### src/rtl/lever_fault_regs.vh
// Purpose: Shared constants for the lever and sensor fault monitor
// Assumes: 125 MHz system clock, times kept in milliseconds
// Notes:   Definitions only
`ifndef LEVER_FAULT_REGS_VH
`define LEVER_FAULT_REGS_VH

`define CLK_PERIOD_PS    8000
`define MS_PS            1000000000
`define SHIFT_NONE_MS    11'h708
`define SPEED_HOLD_MS    11'h190
`define SUPPLY_LOW_MS    11'h014
`define LIFT_OFF_MS      11'h190
`define LEVER_OPEN_PCT   8'h14
`define SPEED_LIMIT_KMH  8'h1e

`define CODE_NONE        8'h00
`define CODE_ATT3_NEUT   8'h0e
`define CODE_SHIFT       8'h10
`define CODE_SPEED       8'h11
`define CODE_SHIFT_CAN   8'h14
`define CODE_TILT_CAN    8'h16
`define CODE_ATT1_CAN    8'h18
`define CODE_ATT2_CAN    8'h1a
`define CODE_ATT3_CAN    8'h1c
`define CODE_JOYSTICK    8'h1d
`define CODE_SUPPLY      8'h1f

`define WB_ATT3_NEUT     0
`define WB_SHIFT         1
`define WB_SPEED         2
`define WB_CAN_LO        3
`define WB_CAN_HI        7
`define WB_JOYSTICK      8
`define WB_SUPPLY        9
`define WARN_N           10

`endif

### src/rtl/pin_sync.v
// Purpose: Three-stage synchroniser with agreement filter for pin inputs
// Assumes: Inputs are asynchronous to clk
// Notes:   Output changes only when stages two and three agree
`default_nettype none
`timescale 1ns/1ps
module pin_sync #(
    parameter W = 1
) (
    input  wire         clk,
    input  wire         rst_b,
    input  wire [W-1:0] pin_in,
    output reg  [W-1:0] stable_q
);
    reg [W-1:0] s1_q;
    reg [W-1:0] s2_q;
    reg [W-1:0] s3_q;
    integer i;

    always @(posedge clk or negedge rst_b) begin
        if (!rst_b) begin
            s1_q     <= {W{1'b0}};
            s2_q     <= {W{1'b0}};
            s3_q     <= {W{1'b0}};
            stable_q <= {W{1'b0}};
        end else begin
            s1_q <= pin_in;
            s2_q <= s1_q;
            s3_q <= s2_q;
            for (i = 0; i < W; i = i + 1) begin
                if (s2_q[i] == s3_q[i]) begin
                    stable_q[i] <= s3_q[i];
                end
            end
        end
    end
endmodule // pin_sync
`default_nettype wire

### src/rtl/persist_timer.v
// Purpose: Qualifies a condition that must hold for COUNT+1 millisecond ticks
// Assumes: tick is a one-cycle pulse once per millisecond
// Notes:   Any drop of cond restarts from zero
`default_nettype none
`timescale 1ns/1ps
module persist_timer #(
    parameter CNT_W = 11,
    parameter [CNT_W-1:0] COUNT = 11'h001
) (
    input  wire clk,
    input  wire rst_b,
    input  wire tick,
    input  wire cond,
    output reg  done_q
);
    reg [CNT_W-1:0] cnt_q;

    // COUNT+1 ticks are needed, since the first tick may land right after cond rises
    always @(posedge clk or negedge rst_b) begin
        if (!rst_b) begin
            cnt_q  <= {CNT_W{1'b0}};
            done_q <= 1'b0;
        end else if (!cond) begin
            cnt_q  <= {CNT_W{1'b0}};
            done_q <= 1'b0;
        end else if (tick) begin
            if (cnt_q == COUNT) begin
                done_q <= 1'b1;
            end else begin
                cnt_q <= cnt_q + 1'b1;
            end
        end
    end
endmodule // persist_timer
`default_nettype wire

### src/rtl/lever_sensor_fault_monitor.v
// Purpose: Lever, shift, speed and sensor supply fault supervision
// Assumes: Single 125 MHz clock, async active-low power-on reset
// Notes:   Latched warnings clear only through rst_b (power cycle)
`include "lever_fault_regs.vh"
`default_nettype none
`timescale 1ns/1ps
module lever_sensor_fault_monitor #(
    parameter MS_TICK_CYCLES = `MS_PS / `CLK_PERIOD_PS,
    parameter TICK_W         = 17,
    parameter LEVER_W        = 8,
    parameter SPEED_W        = 8,
    parameter CUR_W          = 12,
    parameter FUNC_N         = 4
) (
    input  wire               clk,
    input  wire               rst_b,
    input  wire               key_on,
    input  wire               shift_fwd,
    input  wire               shift_rev,
    input  wire               shift_neutral,
    input  wire               supply_low,
    input  wire               photo_in,
    input  wire [LEVER_W-1:0] att3_open_pct,
    input  wire [SPEED_W-1:0] speed_kmh,
    input  wire [4:0]         can_lever_abn,
    input  wire               joy_pri_abn,
    input  wire               joy_sec_abn,
    input  wire [FUNC_N-1:0]  func_sol_req,
    input  wire               unload_req,
    input  wire               tm_fwd_req,
    input  wire               tm_rev_req,
    input  wire               lift_req,
    input  wire [CUR_W-1:0]   lift_cur_req,
    input  wire               lift_lock_req,
    input  wire               steer_req,
    input  wire               tilt_lock_req,
    output reg  [FUNC_N-1:0]  func_sol_q,
    output reg                unload_sol_q,
    output reg                tm_fwd_q,
    output reg                tm_rev_q,
    output reg                lift_sol_q,
    output reg  [CUR_W-1:0]   lift_cur_q,
    output reg                lift_lock_q,
    output reg                steer_q,
    output reg                tilt_lock_q,
    output reg  [SPEED_W-1:0] speed_tx_q,
    output reg                shift_lock_speed_valid_q,
    output reg                speed_valid_q,
    output reg                photo_q,
    output reg                tilt_autostop_en_q,
    output reg                sensor_diag_en_q,
    output reg                aux_diag_en_q,
    output reg                sol_diag_en_q,
    output reg  [`WARN_N-1:0] warn_flags_q,
    output reg  [7:0]         warn_code_q
);
    localparam [31:0]       MS_LAST_W = MS_TICK_CYCLES - 1;
    // Cut to the counter width on purpose; TICK_W must cover MS_TICK_CYCLES
    localparam [TICK_W-1:0] MS_LAST   = MS_LAST_W[TICK_W-1:0];

    wire [5:0]   pins_s;
    wire         key_s;
    wire         fwd_s;
    wire         rev_s;
    wire         neut_s;
    wire         low_s;
    wire         photo_s;
    wire         none_done;
    wire         speed_done;
    wire         supply_done;
    wire         lift_off_done;
    wire         lift_fault;
    reg  [TICK_W-1:0] ms_cnt_q;
    reg          ms_tick_q;
    reg          f14_q;
    reg          f16_q;
    reg  [4:0]   can_abn_q;
    reg          f29_q;
    reg          f31_q;
    reg  [7:0]   code_d;
    wire [`WARN_N-1:0] flags_d;

    pin_sync #(
        .W(6)
    ) u_pin_sync (
        .clk      (clk),
        .rst_b    (rst_b),
        .pin_in   ({key_on, shift_fwd, shift_rev, shift_neutral, supply_low, photo_in}),
        .stable_q (pins_s)
    );

    assign key_s   = pins_s[5];
    assign fwd_s   = pins_s[4];
    assign rev_s   = pins_s[3];
    assign neut_s  = pins_s[2];
    assign low_s   = pins_s[1];
    assign photo_s = pins_s[0];

    // Millisecond time base keeps the qualification counters narrow
    always @(posedge clk or negedge rst_b) begin
        if (!rst_b) begin
            ms_cnt_q  <= {TICK_W{1'b0}};
            ms_tick_q <= 1'b0;
        end else if (ms_cnt_q == MS_LAST) begin
            ms_cnt_q  <= {TICK_W{1'b0}};
            ms_tick_q <= 1'b1;
        end else begin
            ms_cnt_q  <= ms_cnt_q + 1'b1;
            ms_tick_q <= 1'b0;
        end
    end

    persist_timer #(
        .CNT_W (11),
        .COUNT (`SHIFT_NONE_MS)
    ) u_shift_none (
        .clk    (clk),
        .rst_b  (rst_b),
        .tick   (ms_tick_q),
        .cond   (!fwd_s && !rev_s && !neut_s),
        .done_q (none_done)
    );

    persist_timer #(
        .CNT_W (11),
        .COUNT (`SPEED_HOLD_MS)
    ) u_speed (
        .clk    (clk),
        .rst_b  (rst_b),
        .tick   (ms_tick_q),
        .cond   (speed_kmh > `SPEED_LIMIT_KMH),
        .done_q (speed_done)
    );

    persist_timer #(
        .CNT_W (11),
        .COUNT (`SUPPLY_LOW_MS)
    ) u_supply (
        .clk    (clk),
        .rst_b  (rst_b),
        .tick   (ms_tick_q),
        .cond   (low_s),
        .done_q (supply_done)
    );

    assign lift_fault = |can_abn_q;

    persist_timer #(
        .CNT_W (11),
        .COUNT (`LIFT_OFF_MS)
    ) u_lift_off (
        .clk    (clk),
        .rst_b  (rst_b),
        .tick   (ms_tick_q),
        .cond   (lift_fault),
        .done_q (lift_off_done)
    );

    // Warning state; set terms win over clear terms
    always @(posedge clk or negedge rst_b) begin
        if (!rst_b) begin
            f14_q     <= 1'b0;
            f16_q     <= 1'b0;
            can_abn_q <= 5'h00;
            f29_q     <= 1'b0;
            f31_q     <= 1'b0;
        end else begin
            f14_q <= key_s && (att3_open_pct >= `LEVER_OPEN_PCT);
            if ((fwd_s && rev_s) || none_done) begin
                f16_q <= 1'b1;
            end else if (neut_s) begin
                f16_q <= 1'b0;
            end
            can_abn_q <= can_abn_q | can_lever_abn;
            if (joy_pri_abn && joy_sec_abn) begin
                f29_q <= 1'b1;
            end
            if (supply_done) begin
                f31_q <= 1'b1;
            end
        end
    end

    assign flags_d = {f31_q, f29_q, can_abn_q, speed_done, f16_q, f14_q};

    // Lowest code wins on the indication output
    always @* begin
        code_d = `CODE_NONE;
        if (f31_q)        code_d = `CODE_SUPPLY;
        if (f29_q)        code_d = `CODE_JOYSTICK;
        if (can_abn_q[4]) code_d = `CODE_ATT3_CAN;
        if (can_abn_q[3]) code_d = `CODE_ATT2_CAN;
        if (can_abn_q[2]) code_d = `CODE_ATT1_CAN;
        if (can_abn_q[1]) code_d = `CODE_TILT_CAN;
        if (can_abn_q[0]) code_d = `CODE_SHIFT_CAN;
        if (speed_done)   code_d = `CODE_SPEED;
        if (f16_q)        code_d = `CODE_SHIFT;
        if (f14_q)        code_d = `CODE_ATT3_NEUT;
    end

    always @(posedge clk or negedge rst_b) begin
        if (!rst_b) begin
            func_sol_q               <= {FUNC_N{1'b0}};
            unload_sol_q             <= 1'b0;
            tm_fwd_q                 <= 1'b0;
            tm_rev_q                 <= 1'b0;
            lift_sol_q               <= 1'b0;
            lift_cur_q               <= {CUR_W{1'b0}};
            lift_lock_q              <= 1'b0;
            steer_q                  <= 1'b0;
            tilt_lock_q              <= 1'b0;
            speed_tx_q               <= {SPEED_W{1'b0}};
            shift_lock_speed_valid_q <= 1'b0;
            speed_valid_q            <= 1'b0;
            photo_q                  <= 1'b0;
            tilt_autostop_en_q       <= 1'b0;
            sensor_diag_en_q         <= 1'b0;
            aux_diag_en_q            <= 1'b0;
            sol_diag_en_q            <= 1'b0;
            warn_flags_q             <= {`WARN_N{1'b0}};
            warn_code_q              <= `CODE_NONE;
        end else begin
            func_sol_q <= f14_q ? {FUNC_N{1'b0}} : func_sol_req;
            // Supply hold outranks the forced-off terms: outputs keep their state
            if (!f31_q) begin
                unload_sol_q <= unload_req && !f14_q;
                tm_fwd_q     <= tm_fwd_req && !f16_q;
                tm_rev_q     <= tm_rev_req && !f16_q;
                lift_lock_q  <= lift_lock_req;
                steer_q      <= steer_req;
                tilt_lock_q  <= tilt_lock_req;
                photo_q      <= photo_s;
            end
            sol_diag_en_q      <= !f31_q;
            lift_cur_q         <= lift_fault ? {CUR_W{1'b0}} : lift_cur_req;
            lift_sol_q         <= lift_req && !lift_off_done;
            speed_tx_q         <= speed_done ? {SPEED_W{1'b0}} : speed_kmh;
            shift_lock_speed_valid_q <= !speed_done;
            speed_valid_q      <= 1'b1;
            aux_diag_en_q      <= !f31_q;
            tilt_autostop_en_q <= !f31_q;
            sensor_diag_en_q   <= !f31_q;
            warn_flags_q       <= flags_d;
            warn_code_q        <= code_d;
        end
    end
endmodule // lever_sensor_fault_monitor
`default_nettype wire

### config.mk
export PLATFORM = sky130hd
export DESIGN_NAME = lever_sensor_fault_monitor
export DESIGN_NICKNAME = d
export VERILOG_FILES = /design/src/rtl/pin_sync.v /design/src/rtl/persist_timer.v /design/src/rtl/lever_sensor_fault_monitor.v
export VERILOG_INCLUDE_DIRS = /design/src /design/src/rtl
export SDC_FILE = /design/constraint.sdc
export NUM_CORES = 1
export LEC_CHECK = 0
export ABC_AREA = 1
export BUFFER_PORTS_ARGS = -buffer_cell sky130_fd_sc_hd__buf_4
export CAP_MARGIN = 20
export CORE_MARGIN = 5
export CORE_UTILIZATION = 61
export CTS_CLUSTER_SIZE = 30
export DETAILED_ROUTE_END_ITERATION = 7
export GPL_TIMING_DRIVEN = 0
export PLACE_DENSITY = 0.85
export SLEW_MARGIN = 10
export SYNTH_ARGS = -nofsm -noshare
export SYNTH_HDL_FRONTEND = slang
export SYNTH_HIERARCHICAL = 1
export SYNTH_SLANG_ARGS = --single-unit
### constraint.sdc
create_clock -name clk -period 4.88 [get_ports clk]
set_clock_uncertainty 0.05 [all_clocks]
set_input_delay 0.976 -clock clk [delete_from_list [all_inputs] [get_ports clk]]
set_output_delay 0.976 -clock clk [all_outputs]
set_load 0.02 [all_outputs]
* After elaboration in Yosys (flattened, before gate mapping)
Index checks and enable logic that the tools add are counted.
** Cells by class
- Eq/ne operators :: 23
- Bitwise gates (word level) :: 1
- Magnitude comparators :: 2
- Add/subtract/negate cells :: 5
- Reduce and logical (&&, ||, !) cells :: 28
- Muxes and demuxes :: 41
** Operators by type and width (number)
- 11-bit 2-to-1 mux :: 12
- 8-bit 2-to-1 mux :: 10
- 11-bit by 1-bit adder with 11-bit output (second input constant) :: 4
- 11-bit by 9-bit == test with 1-bit output (second input constant) :: 2
- 2-bit inequality test (second input constant) :: 9
- 17-bit by 1-bit adder with 17-bit output (second input constant) :: 1
- 17-bit == test (second input constant) :: 1
- 17-bit 2-to-1 mux :: 1
- 2-bit AND reduction :: 8
- 1-bit 2-to-1 mux :: 15
- 12-bit 2-to-1 mux :: 1
- 11-bit == test (second input constant) :: 1
- 11-bit by 5-bit == test with 1-bit output (second input constant) :: 1
- 1-bit logical AND :: 9
- 8-bit by 5-bit >= comparator with 1-bit output (second input constant) :: 1
- 8-bit by 5-bit greater-than comparator with 1-bit output (second input constant) :: 1
- 1-bit logical NOT :: 8
- 1-bit == test :: 6
- 2-bit by 1-bit inequality test with 1-bit output (second input constant) :: 3
- 5-bit 2-to-1 mux :: 1
- 5-bit bitwise OR :: 1
- 5-bit OR reduction :: 1
- 4-bit 2-to-1 mux :: 1
- 2-bit nonzero test :: 1
- 1-bit logical OR :: 1
** Word-level totals
- Output and inout bits :: 56
- Word-level logic and storage cells :: 140
- Register bits after elaboration :: 152
- Input port bits :: 54

* Logic depth before layout (Yosys ltp)
Gate-level depths: netlist of the first run.
- Depth after elaboration :: 10
- Gate-level depth with buffers :: 10
- Gate-level depth less buffers :: 9

* By module
Netlist of the first run, hierarchy kept.
** By module, submodules not included
- lever_sensor_fault_monitor :: area each 3105.5 um^2, instances 1, cells each 333
- persist_timer (u_lift_off ...) :: area each 792.0 um^2, instances 2, cells each 112
- persist_timer (u_shift_none) :: area each 908.4 um^2, instances 1, cells each 121
- persist_timer (u_supply) :: area each 773.2 um^2, instances 1, cells each 111
- pin_sync :: area each 698.2 um^2, instances 1, cells each 48

* Worst setup path before layout of the first run
No wires, ideal clock.
- Path kind :: input port to flip-flop
- Start point :: input port speed_kmh[2]
- End point :: register u_speed.cnt_q[3]
- Stages :: 8
- Setup time :: 66 ps
- Setup slack :: 2703 ps
- Data arrival time :: 2061 ps
- Buffers on the path :: 2
- Path through :: inv_1 nor3_1 nand3_1 nand4_1 clkbuf_1 buf_1 nand3_1 nand2_1
** On the way
- Longest elaborated chain between the ends :: 3
** RTL lines
- start, declared :: RTL line lever_sensor_fault_monitor.v:24 : input wire [SPEED_W-1:0] speed_kmh,
- 8-bit by 5-bit greater-than comparator with 1-bit output (no source line) (*)
- 2-bit inequality test (no source line)
- 2-bit AND reduction (no source line)
- end signal, assigned :: RTL line persist_timer.v:21 : cnt_q <= {CNT_W{1'b0}};
- end signal, assigned :: RTL line persist_timer.v:24 : cnt_q <= {CNT_W{1'b0}};
- end signal, assigned :: RTL line persist_timer.v:30 : cnt_q <= cnt_q + 1'b1;
- end, declared :: RTL line persist_timer.v:16 : reg [CNT_W-1:0] cnt_q;
Mark *: on every way between the ends. The rest lies on a longest branch, timed or not.
A chain may end at the register's enable or synchronous reset.

* Worst setup path in the final report of the first run
- Start point :: input port speed_kmh[2]
- End point :: register u_speed.cnt_q[9]
Same word-level chain as after synthesis.

==> key figures, run 1 <==
Power
  • Pwr Density: 322 mW/mm2
  • Switch share: 0.221
  • Pint: 0.00216 W
  • Leak: 4.34 nW
  • Maximum vdd drop: between 0.2 and 0.3 mV
  • Sequential Power Share: 0.472
  • Gate power share: 0.080
  • Clock power frac: 0.448
  • Sw Pwr: ~0.0006 W

Clocking
  • H-tree depth: 4
  • CTS tree: built
  • # clock sinks: 149
  • # resized after CTS: 0
  • Clk slew on worst S/H paths: 0.06 ns
  • CTS Buffer Depth: 2
  • Root Buffer: clkbuf_16
  • Worst skew pair latency: ~0.41 ns
  • Setup bufs post-CTS: 0
  • Hold buffer count at cts: 0
  • Num CTS Buffers: 17

Cells and area
  • Commonest non-fill, non-tap cell in the layout: nand2_1
  • Area Overhead vs Synth: 22.1%
  • Multi-input combinational cell area: between 0.002 and 0.003 mm2
  • Fin util: 0.759
  • Register Area: 0.00373 mm2
  • Layout cell share with drive strength beyond 1: 0.221
  • ANT cells: 0
  • Post-route cell area: roughly 0.0086 mm2
  • Commonest cells after routing, fill and taps aside: nand2_1, dfrtp_1, nor2_1, buf_4, inv_1
  • Final-stage net count: between 1000 and 1500
  • Filler cell count: 806

STA
  • Least-Margin Pin Slew: slightly above 0.5 ns
  • Slew HR: 0.654
  • Setup ws final: around 2.7 ns
  • Pins Over Slew Limit: 0
  • Endpoints failing hold: 0
  • FMAX: around 450 MHz
  • WHS: between 0.2 and 0.3 ns
  • RSZ-0062 raised after global routing: false
  • Fin crit share: 0.451
  • Minimum clock period: between 2 and 2.5 ns
  • Final setup viols: 0
  • Setup TNS: 0 ns

Logic synthesis
  • Synth Instances: approximately 840
  • Total number of yosys warnings: 6
  • #FFs+latches synth: approximately 150
  • Main flop type after synthesis: dfrtp_1
  • Yosys cell types: 39
  • Post-synth EDFFs: 0
  • Share of the yosys chip area belonging to registers: 0.527
  • Post-Syn Area: ~0.007 mm2
  • Asr flop ratio synth: 1.00
  • Average cell area after synthesis: approximately 8.4 um2

Worst setup path
  • Worst-path fanout max: 10
  • Critical Path RT: about 5.2 ns
  • Arr. time, crit path: approximately 2.5 ns
  • Reg2reg start: can_abn_q[1]$_DFF_PN0_
  • R2R setup slack: roughly 2.7 ns
  • Kind of end point of the critical path: flop
  • Kind of critical path: in2reg
  • Setup crit start kind: input port
  • Worst reg-to-reg path cell count: 9
  • Reg-to-Reg End: u_lift_off/cnt_q[10]$_DFFE_PN0P_

Placed design
  • Placement Cell Area: between 0.008 and 0.009 mm2
  • Port Buffers: approximately 100
  • Final Wtd Congestion: between 0.8 and 0.9
  • Hpwl dp: 10300 um
  • Worst slack at placement: ~2.3 ns

GRT
  • Initial antenna violation count: 0
  • First-pass GRT wire length: ~26000 um
  • Largest net degree at the start of global routing: 81
  • Vias in the first global route: 5583
  • Congestion Overflow GR: 0
  • Gr usage total: 0.225

Route
  • TritonRoute pass-1 iters: 5
  • DRT iter0 DRCs: 490
  • Final WL: approximately 15000 um
  • Antenna-violating nets left: 0
  • # DRC: 0
  • Vias per cell: about 5.1
  • Via count: approximately 5700
  • DR WL/cell: ~13 um

Hold path
  • Hold Path Origin: u_pin_sync/s1_q[5]$_DFF_PN0_
  • Hold path depth: 0
  • Worst Hold Path EP: u_pin_sync/s2_q[5]$_DFF_PN0_
  • Min-Delay Path Class: reg2reg

Floorplanning
  • Rows: 39
  • Die area: ~0.014 mm2
  • Die extent in x: between 100 and 150 um
  • Core area: approximately 0.011 mm2
  • I/O Pins: 110
  • DIE HEIGHT: 118 um
  • Initial core utilization: 0.622

Job
  • # Max-Cap Violations: 0

Status
  • Outcome: complete, no violations
[power by group through the flow]
stage | sequential, W | clock, W | combinational, W
floorplan | 0.00135 | 0 | 0.0000858
global placement | 0.00133 | 0 | 0.000213
detailed placement | 0.00133 | 0 | 0.000222
CTS | 0.00131 | 0.00127 | 0.000224
global route | 0.00132 | 0.00133 | 0.000246
finish | 0.00131 | 0.00125 | 0.000221
[metrics by stage]
| stage | total power, W | instances |
|---|---|---|
| finish | 0.00278 | 1115 |
| global placement | 0.00154 | 1086 |
| global route | 0.00289 | 1115 |
| detailed placement | 0.00155 | 1087 |
| floorplan | 0.00143 | 839 |
| CTS | 0.00280 | 1115 |
[registers in the layout, summed over array words and instances (netlist names), 4 cells and up]
register	flops
u_pin_sync/stable_q	6
u_speed/cnt_q	11
speed_tx_q	8
u_shift_none/cnt_q	11
warn_code_q	5
u_pin_sync/s1_q	6
warn_flags_q	10
lift_cur_q	12
u_pin_sync/s3_q	6
func_sol_q	4
u_supply/cnt_q	11
can_abn_q	5
ms_cnt_q	17
u_lift_off/cnt_q	11
u_pin_sync/s2_q	6
[how the worst max path moves through the flow]
stage                                 from                                 to  depth (start not counted)
floorplan                     speed_kmh[2]       u_speed/cnt_q[3]$_DFFE_PN0P_                          8
detailed placement            speed_kmh[2]       u_speed/cnt_q[9]$_DFFE_PN0P_                          9
CTS                           speed_kmh[2]       u_speed/cnt_q[9]$_DFFE_PN0P_                          9
global route        can_abn_q[0]$_DFF_PN0_    u_lift_off/cnt_q[7]$_DFFE_PN0P_                          9
finish                        speed_kmh[2]       u_speed/cnt_q[9]$_DFFE_PN0P_                          9
global placement                     rst_b  u_shift_none/cnt_q[9]$_DFFE_PN0P_                          1
[final cells by class]
type | instances | share of cell area
sequential | 149 | 0.432
timing repair buffer | 105 | 0.0945
inverter | 111 | 0.0483
clock inverter | 5 | 0.00869
tap | 143 | 0.0207
buffer | 21 | 0.0181
multi-input combinational | 558 | 0.321
clock buffer | 23 | 0.0565
[critical path, cell delays in order]
cell and delay (ns):
buf_4 0.07, inv_1 0.04, nor3_1 0.19, nand3_1 0.10
nand4_1 0.08, clkbuf_1 0.34, buf_1 0.44, nand3_1 0.16
nand2_1 0.10
[synthesized netlist by cell type (all sizes together) (2+ instances only)]
cell type,count,area share
a21oi,18,0.013
buf,16,0.019
clkbuf,5,0.0027
conb,2,0.0011
dfrtp,149,0.53
ha,9,0.016
inv,111,0.059
nand2,220,0.13
nand3,92,0.072
nand4,9,0.0097
nor2,137,0.080
nor3,5,0.0035
nor3b,2,0.0021
o211ai,2,0.0021
o21ai,29,0.031
o21bai,3,0.0032
or2,6,0.0053
xnor2,5,0.0062
xor2,12,0.015
[kinds of logic after synthesis]
logic type      Yosys count  share of synthesized area
compound gates           56                     0.0536
xor+xnor                 17                     0.0211
fa+ha+maj                 9                     0.0159
buf+inv                 132                     0.0811
flops                   149                      0.527
other cells               2                    0.00106
simple gates            472                      0.300
[layer usage]
layer / up-vias / routed length [um] / GRT usage
li1: 2845 / - / -
met1: 2670 / 6250 / 0.292
met2: 127 / 7520 / 0.367
met3: 20 / 770 / 0.0644
met4: 0 / 218 / 0.0738
met5: - / 0 / 0
Note: power is estimated with default switching activity, not from simulation.
==> run 2, diff against run 1 <==
Settings changed: CORE_UTILIZATION 61 to 57, PLACE_DENSITY 0.85 to 0.8.
Clock period 4.88 ns to 2.1 ns, I/O delays scaled along.
==> key figures, run 2 (same netlist as run 1, synthesis figures left out) <==
Status
  • Outcome: complete, no violations

Placed design
  • Hpwl dp: approximately 10000 um
  • Placement Cell Area: roughly 0.008 mm2
  • Final Wtd Congestion: around 0.84
  • Worst slack at placement: -0.0298 ns
  • Port Buffers: between 100 and 150

Floorplanning
  • Core area: 0.0121 mm2
  • Die extent in x: 121 um
  • DIE HEIGHT: roughly 120 um
  • I/O Pins: 110
  • Rows: 40
  • Initial core utilization: 0.586
  • Die area: 0.0147 mm2

STA
  • Fin crit share: 0.882
  • Endpoints failing hold: 0
  • RSZ-0062 raised after global routing: false
  • Least-Margin Pin Slew: around 0.55 ns
  • Minimum clock period: approximately 1.9 ns
  • Pins Over Slew Limit: 0
  • FMAX: approximately 540 MHz
  • WHS: 0.0467 ns
  • Final setup viols: 0
  • Slew HR: 0.632
  • Setup ws final: 0.249 ns

Hold path
  • Min-Delay Path Class: in2reg

Route
  • Vias per cell: between 4 and 5
  • TritonRoute pass-1 iters: 5
  • Via count: 5605
  • DRT iter0 DRCs: approximately 410
  • Final WL: about 14000 um
  • DR WL/cell: between 10 and 15 um
  • Antenna-violating nets left: 0
  • # DRC: 0

Cells and area
  • Area Overhead vs Synth: 23.7%
  • Commonest cells after routing, fill and taps aside: nand2_1, dfrtp_1, nor2_1, buf_4, inv_1
  • Largest Register: ms_cnt_q
  • Max reg flops: 17
  • Biggest regs: ms_cnt_q (17), lift_cur_q (12)
  • Post-route cell area: between 0.008 and 0.009 mm2
  • Commonest non-fill, non-tap cell in the layout: nand2_1
  • ANT cells: 0
  • Final-stage net count: 1026
  • Layout cell share with drive strength beyond 1: 0.225

GRT
  • Largest net degree at the start of global routing: roughly 100
  • Gr usage total: 0.212
  • Initial antenna violation count: 0
  • M3 GR Usage: 0.0601
  • Vias in the first global route: between 5000 and 6000
  • Met2 Usage GRT: 0.351
  • GRT busiest layer: met2
  • Met1 usage: 0.268
  • First-pass GRT wire length: about 25000 um
  • Congestion Overflow GR: 0

Worst setup path
  • Cell mode on critical path: nand2_1
  • CP Buf/Inv Count: 3
  • Kind of end point of the critical path: flop
  • Family with the most delay on the worst path: simple AND/OR/NAND/NOR gates
  • Worst-path fanout max: 17
  • Kind of critical path: reg2reg
  • Setup crit start kind: flop
  • Worst path cell trace: nor2_1, nand2_1, nor2_1, inv_1, buf_2, inv_1, nor3b_1, nand2_1, nand2_1
  • Critical path's largest stage delay: 0.41 ns
  • R2R setup slack: about 0.25 ns
  • Slowest stage cell, crit path: dfrtp_1
  • Critical Path RT: ~2.4 ns
  • Arr. time, crit path: roughly 2.1 ns

Job
  • # Max-Cap Violations: 0

Power
  • Leak: about 4.4 nW
  • Pwr Density: roughly 770 mW/mm2
  • Maximum vdd drop: between 0.6 and 0.7 mV

Clocking
  • Worst skew pair latency: ~0.42 ns
  • Num CTS Buffers: 17
  • CTS Buffer Depth: 2
  • Setup bufs post-CTS: 0
  • Root Buffer: clkbuf_16
  • CTS tree: built
  • H-tree depth: 4
  • # clock sinks: ~150
  • Clk slew on worst S/H paths: around 0.060 ns
[run 2: changes by cell type in the layout (fill, tap and decap cells not counted)]
cell / before / now
clkbuf_8: 4 / 2
inv_6: 0 / 1
dlygate4sd3_1: 0 / 1
clkinv_4: 0 / 4
clkinv_2: 3 / 2
clkbuf_1: 7 / 6
buf_1: 2 / 1
buf_2: 3 / 4
bufinv_16: 2 / 4
[run 2: repair_timing]
| action | in CTS | in global routing |
|---|---|---|
| hold endpoints to repair | 46 | 0 |
| hold buffers | 1 | 0 |
| gates resized for setup | 1 | 0 |
| endpoints found under the setup margin | 8 | 10 |
[run 2: metal layers]
metal  vias to the layer above  wire length (um)
met3                        20               800
met5                         -                 0
met1                      2579              6340
met2                       147              7010
met4                         0               189
li1                       2859                 -
[run 2: final timing paths]
kind	endpoint	cells past startpoint	from
max	u_lift_off/cnt_q[4]$_DFFE_PN0P_	9	can_abn_q[2]$_DFF_PN0_
min	u_pin_sync/s1_q[3]$_DFF_PN0_	1	shift_rev
max reg2reg	u_lift_off/cnt_q[4]$_DFFE_PN0P_	9	can_abn_q[2]$_DFF_PN0_
min reg2reg	u_pin_sync/s2_q[2]$_DFF_PN0_	0	u_pin_sync/s1_q[2]$_DFF_PN0_
max in group asynchronous	can_abn_q[4]$_DFF_PN0_	3	rst_b
min in group asynchronous	func_sol_q[1]$_DFF_PN0_	2	rst_b
[run 2: per-stage QoR]
step                      utilization  std cells  power [W]  TNS (ns)
final                           0.725       1144    0.00676         0
after global routing            0.725       1144    0.00704         0
after CTS                       0.725       1145    0.00683         0
after detailed placement        0.672       1112    0.00360   -0.0621
after global placement          0.669       1111    0.00358    -12.18
after floorplan                     -        839    0.00333         0
[run 2: area by class of cell]
| type | count | area (um2) |
|---|---|---|
| sequential | 149 | 3730 |
| fill | 894 | 3320 |
| multi-input combinational | 558 | 2780 |
| timing repair buffer | 106 | 826 |
| clock buffer | 21 | 460 |
| inverter | 111 | 417 |
| tap | 168 | 210 |
| clock inverter | 11 | 174 |
| buffer | 20 | 154 |
[run 2: where the power goes]
| part | internal, W | total (W) | switching, W |
|---|---|---|---|
| Clock | 0.00206 | 0.00321 | 0.00115 |
| Combinational | 0.000214 | 0.000508 | 0.000294 |
| Sequential | 0.00297 | 0.00304 | 0.0000718 |
